**config.mk**
```make
export PLATFORM = sky130hd
export DESIGN_NAME = lps_status
export DESIGN_NICKNAME = d
export VERILOG_FILES = /design/src/lps_pkg.sv /design/src/lps_status.sv
export SDC_FILE = /design/constraint.sdc
export NUM_CORES = 2
export LEC_CHECK = 0
export ABC_AREA = 0
export CORE_MARGIN = 2
export CORE_UTILIZATION = 41
export CTS_CLUSTER_SIZE = 20
export DETAILED_ROUTE_END_ITERATION = 10
export DONT_BUFFER_PORTS = 1
export GPL_TIMING_DRIVEN = 0
export RECOVER_POWER = 50
export SYNTH_ARGS = -nofsm -noshare
export SYNTH_HDL_FRONTEND = slang
export SYNTH_SLANG_ARGS = --single-unit
```
**constraint.sdc**
```tcl
create_clock -name mclk -period 4.44 [get_ports mclk]
set_input_delay 0.888 -clock mclk [delete_from_list [all_inputs] [get_ports mclk]]
set_output_delay 0.888 -clock mclk [all_outputs]
set_load 0.01 [all_outputs]
```
**src/lps_pkg.sv**
```systemverilog
/*
 * Constants for the load protection and status block: command codes,
 * bit positions of the status registers, reset values and limits.
 * Assumes a command decoder outside that turns host text into codes.
 */
package lps_pkg;

   localparam int NMOD = 15;                  // Primary unit plus fourteen followers
   localparam int VW   = 16;                  // Width of voltage words
   localparam int DW   = 32;                  // Width of command and answer data

   // Command codes from the host command decoder
   typedef enum logic [4:0] {
      CMD_NONE,
      CMD_HV_LIMIT_SET,  CMD_HV_LIMIT_GET,  CMD_HV_ERR_CLR,  CMD_HV_ERR_GET,
      CMD_LV_LIMIT_SET,  CMD_LV_LIMIT_GET,  CMD_LV_ERR_CLR,  CMD_LV_ERR_GET,
      CMD_PULSE_SET,     CMD_PULSE_GET,     CMD_PULSE_TRIG,
      CMD_CHAN_EVT_GET,  CMD_CHAN_COND_GET, CMD_CHAN_CLEAR,
      CMD_CHAN_MASK_SET, CMD_CHAN_MASK_GET,
      CMD_SUM_EVT_GET,   CMD_SUM_MASK_SET,  CMD_SUM_MASK_GET,
      CMD_OPER_EVT_GET
   } lps_cmd_e;

   // Pulse configuration field selectors
   localparam logic [1:0] PF_PEAK   = 2'h0;
   localparam logic [1:0] PF_DUR    = 2'h1;
   localparam logic [1:0] PF_PERIOD = 2'h2;
   localparam logic [1:0] PF_COUNT  = 2'h3;

   localparam logic [15:0] PULSE_CNT_DEF = 16'h0001;
   localparam logic [15:0] PULSE_CNT_MAX = 16'hFDE8;   // 65,000

   // Channel condition, mask and event bit positions
   localparam int CH_VOLTAGE_FAULT = 0;
   localparam int CH_EXCESS_CURR   = 1;
   localparam int CH_EXCESS_POWER  = 3;
   localparam int CH_HEAT_LIMIT    = 4;
   localparam int CH_EXCESS_VOLT   = 12;
   localparam int CH_SAFE_SHUTDOWN = 13;
   localparam logic [15:0] CH_USED = 16'h301B;

   // Module summary bits: bit 0 primary unit, bits 1..14 followers
   localparam int             SUM_PRIMARY_BIT = 0;
   localparam logic [15:0] SUM_USED           = 16'h7FFF;

   // Operation event bit positions
   localparam int OP_POWER_UP     = 7;
   localparam int OP_SYNTAX_ERR   = 5;
   localparam int OP_EXEC_ERR     = 4;
   localparam int OP_DEVICE_ERR   = 3;
   localparam int OP_QUERY_ERR    = 2;
   localparam logic [7:0] OP_USED  = 8'hBC;
   localparam logic [7:0] OP_RESET = 8'h80;

endpackage

```
**src/lps_status.sv**
```systemverilog
/*
 * Protection limits, sticky voltage errors, voltage pulse settings and
 * the channel, module summary and operation status registers.
 * Assumes a decoder outside that delivers one decoded host command per
 * cycle on cmd_valid, a non-volatile store that presents the saved limits,
 * and measurements and live module conditions synchronous to mclk.
 */
// Functional notes
// - High voltage limit saved, reloaded at power-up
// - Clear command with zero resets high voltage error
// - High voltage error query answers one or zero
// - Low voltage limit saved, reloaded at power-up
// - Input below low limit raises low voltage error
// - Clear command with zero resets low voltage error
// - Low voltage error query answers one or zero
// - Pulse count defaults to one, at most 65000
// - Pulse settings stored, started only by trigger
// - Pulse query returns peak, duration, count, period
// - Channel event bits latch until explicit clear
// - Shared channel bit layout, unused bits zero
// - Condition register shows live module state
// - Channel clear zeroes mask bits, events reload live conditions
// - Only masked-in events reach summary bits
// - Channel mask written and read back unchanged; bits outside CH_USED are dropped on write and read back zero
// - Each module owns separate channel registers
// - Summary bit 0 primary, 1..14 followers
// - Summary mask gates summary event, read back
// - Operation events latch, cleared whole on read
// - Operation event bits 7,5,4,3,2, rest unused
// - Exceeded protection limit disengages load input
`timescale 1ns/100ps
`default_nettype none

module lps_status
   import lps_pkg::*;
(
   input  wire  logic                   mclk,
   input  wire  logic                   rst_b,
   // Decoded host commands
   input  wire  logic                   cmd_valid,
   input  wire  lps_cmd_e               cmd_code,
   input  wire  logic [3:0]             cmd_mod,
   input  wire  logic [1:0]             cmd_field,
   input  wire  logic [DW-1:0]          cmd_data,
   output logic                         rsp_valid,
   output logic [DW-1:0]                rsp_data,
   output logic                         rsp_present,
   // Non-volatile limit store
   input  wire  logic [VW-1:0]          nv_high_limit,
   input  wire  logic [VW-1:0]          nv_low_limit,
   output logic                         nv_store,
   output logic                         nv_store_low,
   output logic [VW-1:0]                nv_store_data,
   // Measurements and live module conditions
   input  wire  logic [VW-1:0]          v_meas,
   input  wire  logic [NMOD-1:0][15:0]  load_module_cond,
   input  wire  logic [7:0]             oper_event_in,
   // Power stage
   output logic                         load_disengage,
   output logic                         pulse_trigger_cmd,
   output logic [VW-1:0]                pulse_peak,
   output logic [DW-1:0]                pulse_dur,
   output logic [DW-1:0]                pulse_period,
   output logic                         pulse_period_set,
   output logic [15:0]                  pulse_count
);

   typedef struct packed {
      logic                    boot;
      logic [VW-1:0]           high_limit;
      logic [VW-1:0]           low_limit;
      logic                    high_err;
      logic                    low_err;
      logic [VW-1:0]           peak;
      logic [DW-1:0]           dur;
      logic [DW-1:0]           period;
      logic                    period_set;
      logic [15:0]             count;
      logic                    trig;
      logic [NMOD-1:0][15:0]   chan_evt;
      logic [NMOD-1:0][15:0]   chan_mask;
      logic [15:0]             sum_mask;
      logic [15:0]             sum_evt;
      logic [7:0]              oper;
      logic                    disengage;
      logic                    rsp_valid;
      logic [DW-1:0]           rsp_data;
      logic                    rsp_present;
      logic                    nv_store;
      logic                    nv_low;
      logic [VW-1:0]           nv_data;
   } lps_s;

   lps_s                  st;
   lps_s                  next_st;
   logic [NMOD-1:0][15:0] live_cond;
   logic [15:0]           sum_bits;
   logic                  high_trip;
   logic                  low_trip;
   logic                  mod_ok;

   // ***********************************************************
   // Live conditions and module summary
   // ***********************************************************
   // Limits are not valid until the boot cycle has loaded them
   assign high_trip = !st.boot && (v_meas > st.high_limit);
   assign low_trip  = !st.boot && (v_meas < st.low_limit);
   assign mod_ok    = (32'(cmd_mod) < NMOD);

   genvar m;
   generate
      for (m = 0; m < NMOD; m++) begin : g_mod
         // High voltage trip shows on the primary unit only
         if (m == SUM_PRIMARY_BIT) begin : g_prim
            assign live_cond[m] = (load_module_cond[m] & CH_USED)
                                  | ({16{high_trip}} & (16'h0001 << CH_EXCESS_VOLT));
         end else begin : g_foll
            assign live_cond[m] = load_module_cond[m] & CH_USED;
         end
         assign sum_bits[m] = |(st.chan_evt[m] & st.chan_mask[m]);
      end
   endgenerate
   assign sum_bits[15] = 1'b0;

   // ***********************************************************
   // Next state
   // ***********************************************************
   always_comb begin
      next_st             = st;
      next_st.boot        = 1'b0;
      next_st.trig        = 1'b0;
      next_st.rsp_valid   = 1'b0;
      next_st.rsp_present = 1'b0;
      next_st.nv_store    = 1'b0;

      // Limits come back from the non-volatile store after power-up
      if (st.boot) begin
         next_st.high_limit = nv_high_limit;
         next_st.low_limit  = nv_low_limit;
      end

      // Channel and operation events latch; a clear in the same cycle loses to a new event
      for (int i = 0; i < NMOD; i++) begin
         next_st.chan_evt[i] = st.chan_evt[i] | live_cond[i];
      end
      next_st.sum_evt = sum_bits & st.sum_mask & SUM_USED;
      next_st.oper    = st.oper | (oper_event_in & OP_USED);

      if (cmd_valid) begin
         next_st.rsp_valid = 1'b1;
         next_st.rsp_data  = '0;
         case (cmd_code)
            CMD_HV_LIMIT_SET: begin
               next_st.high_limit = cmd_data[VW-1:0];
               next_st.nv_store   = 1'b1;
               next_st.nv_low     = 1'b0;
               next_st.nv_data    = cmd_data[VW-1:0];
            end
            CMD_HV_LIMIT_GET: next_st.rsp_data = DW'(st.high_limit);
            CMD_HV_ERR_CLR: begin
               if (cmd_data == '0) next_st.high_err = 1'b0;
               else next_st.oper[OP_EXEC_ERR] = 1'b1;
            end
            CMD_HV_ERR_GET: next_st.rsp_data = DW'(st.high_err);
            CMD_LV_LIMIT_SET: begin
               next_st.low_limit = cmd_data[VW-1:0];
               next_st.nv_store  = 1'b1;
               next_st.nv_low    = 1'b1;
               next_st.nv_data   = cmd_data[VW-1:0];
            end
            CMD_LV_LIMIT_GET: next_st.rsp_data = DW'(st.low_limit);
            CMD_LV_ERR_CLR: begin
               if (cmd_data == '0) next_st.low_err = 1'b0;
               else next_st.oper[OP_EXEC_ERR] = 1'b1;
            end
            CMD_LV_ERR_GET: next_st.rsp_data = DW'(st.low_err);
            CMD_PULSE_SET: begin
               case (cmd_field)
                  PF_PEAK: begin
                     // A new set of settings starts with the default count and no period; duration is kept
                     next_st.peak       = cmd_data[VW-1:0];
                     next_st.count      = PULSE_CNT_DEF;
                     next_st.period_set = 1'b0;
                  end
                  PF_DUR:    next_st.dur = cmd_data;
                  PF_PERIOD: begin
                     next_st.period     = cmd_data;
                     next_st.period_set = 1'b1;
                  end
                  PF_COUNT: begin
                     if (cmd_data[31:16] == '0 && cmd_data[15:0] <= PULSE_CNT_MAX && cmd_data[15:0] != '0)
                        next_st.count = cmd_data[15:0];
                     else
                        next_st.oper[OP_EXEC_ERR] = 1'b1;
                  end
                  default: next_st.oper[OP_EXEC_ERR] = 1'b1;
               endcase
            end
            CMD_PULSE_GET: begin
               next_st.rsp_present = 1'b1;
               case (cmd_field)
                  PF_PEAK:   next_st.rsp_data = DW'(st.peak);
                  PF_DUR:    next_st.rsp_data = st.dur;
                  PF_COUNT:  next_st.rsp_data = DW'(st.count);
                  PF_PERIOD: begin
                     next_st.rsp_data    = st.period_set ? st.period : '0;
                     next_st.rsp_present = st.period_set;
                  end
                  default:   next_st.rsp_data = '0;
               endcase
            end
            CMD_PULSE_TRIG: next_st.trig = 1'b1;
            CMD_CHAN_EVT_GET: begin
               if (mod_ok) next_st.rsp_data = DW'(st.chan_evt[cmd_mod]);
               else next_st.oper[OP_QUERY_ERR] = 1'b1;
            end
            CMD_CHAN_COND_GET: begin
               if (mod_ok) next_st.rsp_data = DW'(live_cond[cmd_mod]);
               else next_st.oper[OP_QUERY_ERR] = 1'b1;
            end
            CMD_CHAN_CLEAR: begin
               if (mod_ok && cmd_data == '0) begin
                  next_st.chan_mask[cmd_mod] = '0;
                  next_st.chan_evt[cmd_mod]  = live_cond[cmd_mod];
               end else begin
                  next_st.oper[OP_EXEC_ERR] = 1'b1;
               end
            end
            CMD_CHAN_MASK_SET: begin
               if (mod_ok) next_st.chan_mask[cmd_mod] = cmd_data[15:0] & CH_USED;
               else next_st.oper[OP_EXEC_ERR] = 1'b1;
            end
            CMD_CHAN_MASK_GET: begin
               if (mod_ok) next_st.rsp_data = DW'(st.chan_mask[cmd_mod]);
               else next_st.oper[OP_QUERY_ERR] = 1'b1;
            end
            CMD_SUM_EVT_GET:  next_st.rsp_data = DW'(st.sum_evt);
            CMD_SUM_MASK_SET: next_st.sum_mask = cmd_data[15:0] & SUM_USED;
            CMD_SUM_MASK_GET: next_st.rsp_data = DW'(st.sum_mask);
            CMD_OPER_EVT_GET: begin
               next_st.rsp_data = DW'(st.oper);
               next_st.oper     = oper_event_in & OP_USED;
            end
            default: next_st.oper[OP_SYNTAX_ERR] = 1'b1;
         endcase
      end

      // Trips are applied last so that a trip beats a clear in the same cycle
      if (high_trip && !st.boot) next_st.high_err = 1'b1;
      if (low_trip && !st.boot)  next_st.low_err  = 1'b1;
      next_st.disengage = next_st.high_err | next_st.low_err
                          | live_cond[SUM_PRIMARY_BIT][CH_SAFE_SHUTDOWN];
   end

   // ***********************************************************
   // State register
   // ***********************************************************
   always_ff @(posedge mclk) begin
      if (!rst_b) begin
         st       <= '0;
         st.boot  <= 1'b1;
         st.count <= PULSE_CNT_DEF;
         st.oper  <= OP_RESET;
      end else begin
         st <= next_st;
      end
   end

   assign rsp_valid         = st.rsp_valid;
   assign rsp_data          = st.rsp_data;
   assign rsp_present       = st.rsp_present;
   assign nv_store          = st.nv_store;
   assign nv_store_low      = st.nv_low;
   assign nv_store_data     = st.nv_data;
   assign load_disengage    = st.disengage;
   assign pulse_trigger_cmd = st.trig;
   assign pulse_peak        = st.peak;
   assign pulse_dur         = st.dur;
   assign pulse_period      = st.period;
   assign pulse_period_set  = st.period_set;
   assign pulse_count       = st.count;
endmodule

`default_nettype wire

```
==> results.md <==
- FF+latch area: 0.0141 mm^2
- WS Path Type: in -> reg
- CP Launch Point: cmd_data[14]
- Core Util, Final: 45.8%
- Largest net degree at the start of global routing: 14
- Via count: 28.7k
- Fmax: 237 MHz
- FF-to-FF Start: pulse_period_set$_SDFFE_PN0P_
- Initial DRC count: 4083
- Post-layout nets: 3807
- Clk_skew: 0.0305 ns
- Sum of negative setup slack: 0 ns
- Violated checks: max-capacitance violations, max-slew violations
- Hold WS: 0.350 ns
- Initial Utilization: 41.4%
- Count of cell types in the netlist: 65
- Worst slew pin tran: 1.65 ns
- Lkg Pwr: 13.4 nW
- Cell depth of the worst hold path: 1
- Slew headroom: -11.1%
- Synthesized net count: 3725
- Die footprint: 0.0805 mm^2
- Clock transition at path regs: 0.06 ns
- GR Overflow Total: 0
- Leading cell types in the layout, fill and taps excluded: dfxtp_1 (704), clkbuf_1 (370), nand2_1 (368)
- Fraction of layout cells with a size suffix above 1: 10.2%
- Latest clock arrival within the worst-skew pair: 0.67 ns
- Area grow syn2layout: 10.8%
- Final-layout fill cell count: 7611
- Peak supply drop: 0.310 mV
- Post-synthesis average cell area: 9.57 um^2
- Max-cap violations: 1
- Final ANT Viol Nets: 0
- H-Tree Depth: 3
- WP data arrival: 4.73 ns
- Clock tree buffer depth: 3
- Initial antenna violation count: 21
- Slowest stage cell, crit path: o22ai_1
- Count of input and output buffers: 0
- Worst Reg-to-Reg Cells: 8
- CP max stage delay: 0.78 ns
- Count of state elements after synthesis: 704
- DRC: 0
- CTS Hold Bufs: 0
- Hold crit path type: in -> reg
- Die Wd: 284 um
- Status: finished with violations
- Hold EP: st[60]$_SDFF_PN1_
- EDFF count, synth: 0
- Asr flop ratio synth: 0%
- Number of global-route vias before repair: 26.9k
- Final min period: 4.21 ns
- CP most frequent cell: clkbuf_1
- Post-Syn Area: 0.0321 mm^2
- Final wirelength: 147 mm
- RSZ-0062 raised after global routing: false
- Fin. Hold Viols: 0
- CP Data Required Time: 4.96 ns
- CP Capture Type: flip-flop
- Cell Chain, Critical Path: clkbuf_1 > nor4_1 > nand4_1 > o22ai_1 > clkbuf_1 > and4_1 > clkbuf_1 > nor2_2 > and2_1
- Hold Crit Start: oper_event_in[7]
- Post-synthesis cell count: 3352
- Final worst-path cycle share: 94.9%
- Total CTS buffers: 80
- CTS Root Buffer Type: clkbuf_16
- Io pins: 493
- Hpwl dp: 113 mm
- Post-cts resize count: 0
- Post-synthesis sequential area ratio: 44.0%
- Height of the die: 284 um
- Power Density: 411 mW/mm^2
- Post-CTS setup buffers: 0
- DRT Pass-1 Iters: 6
- Vias/cell: 6.30
- # setup viols final: 0
- Synth warnings: 0
- Gpl congestion: 1.03
- Core ar.: 0.0775 mm^2
- Nature of the critical path startpoint: input port
- WL per Instance: 32.4 um
- Multi-input logic area: 0.0154 mm^2
- CTS tree: yes
- CP Max Fanout: 10
- Slew Limit Fails: 10
- Most common cell after layout, fill and taps aside: dfxtp_1
- Num rows: 102
- First-pass GRT wire length: 206 mm
- Reg2Reg Setup Slack: 1.56 ns
- R2r endpoint: rsp_data[27]$_SDFFE_PN0P_
- Clock sink total: 704
- Gr usage total: 35.5%
- Synth Flop Type: dfxtp_1
==> per-stage QoR <==
stage | setup slack [ns] | cells | power [W] | instance area, um^2
2_1_floorplan | 1.55 | 3352 | 0.00720 | 32100
3_3_place_gp | 0.145 | 4392 | 0.00766 | 33400
3_5_place_dp | 0.162 | 4392 | 0.00767 | 33400
4_1_cts | 0.822 | 4540 | 0.0146 | 36100
5_1_grt | 0.363 | 4541 | 0.0149 | 35500
6_report | 0.228 | 4553 | 0.0146 | 35500
==> worst max-delay path by stage <==
stage	to	slack, ns	depth (start not counted)
after CTS	rsp_data[3]$_SDFFE_PN0P_	0.82	9
after global placement	rsp_data[3]$_SDFFE_PN0P_	0.15	9
after detailed placement	rsp_data[3]$_SDFFE_PN0P_	0.16	9
after global routing	st[259]$_SDFFE_PN0P_	0.36	9
final	st[261]$_SDFFE_PN0P_	0.23	9
after floorplan	rsp_data[9]$_SDFFE_PN0P_	1.55	8
==> power by group <==
part	total, W	switching [W]	internal (W)	leakage [nW]
Sequential	0.00652	0.000118	0.00641	5.71
Clock	0.00702	0.00287	0.00415	1.37
Combinational	0.00105	0.000748	0.000302	6.32
Total	0.0146	0.00373	0.0109	13.4
==> cell type report <==
type | instances | area share [%]
diodes | 13 | 0.0916
plain buffers | 420 | 4.77
clock buffers | 112 | 6.55
clock inverters | 36 | 1.29
inverters | 47 | 0.497
multi-input cells | 2181 | 43.5
flip-flops and latches | 704 | 39.7
well taps | 1040 | 3.66
==> cell families (layout without fill, tap and decap cells) <==
group / count (synthesis) / in the layout / share of synthesized area, %
AND/OR/NAND/NOR: 1216 / 1216 / 18.6
multiplexers: 258 / 258 / 14.2
other: 0 / 13 / 0
AO/OA/AOI/OAI: 676 / 676 / 14.3
buffers and inverters: 467 / 615 / 7.66
flip-flops: 704 / 704 / 44.0
adder cells (fa/ha/maj): 31 / 31 / 1.21
==> worst max-delay path: cells and delay by family <==
kind	cells	cell delay (ns)
AND/OR/NAND/NOR	5	1.58
AO/OA/AOI/OAI	1	0.78
buffers and inverters	3	1.45
==> synthesized netlist by cell type (70+ instances only) <==
master / n / area (um^2)
a22o_1: 80 / 701
nand3_1: 78 / 390
o21ai_0: 120 / 601
a221oi_1: 70 / 613
mux4_2: 156 / 3510
mux2i_1: 100 / 1000
nand2_1: 368 / 1380
clkbuf_1: 189 / 709
a21oi_1: 172 / 861
and2_1: 112 / 701
a211oi_1: 97 / 728
dfxtp_1: 704 / 14100
and3_1: 234 / 1460
buf_4: 156 / 1170
nor2_1: 293 / 1100
==> routing by layer <==
layer / vias to the layer above / global-route usage [%] / wire length [um]
li1: 12217 / - / -
met1: 13974 / 45.6 / 57100
met2: 2027 / 52.8 / 62400
met3: 436 / 11.4 / 18100
met4: 20 / 19.7 / 9620
met5: - / 0 / 163
No activity file was read; power rests on OpenSTA's default activity.
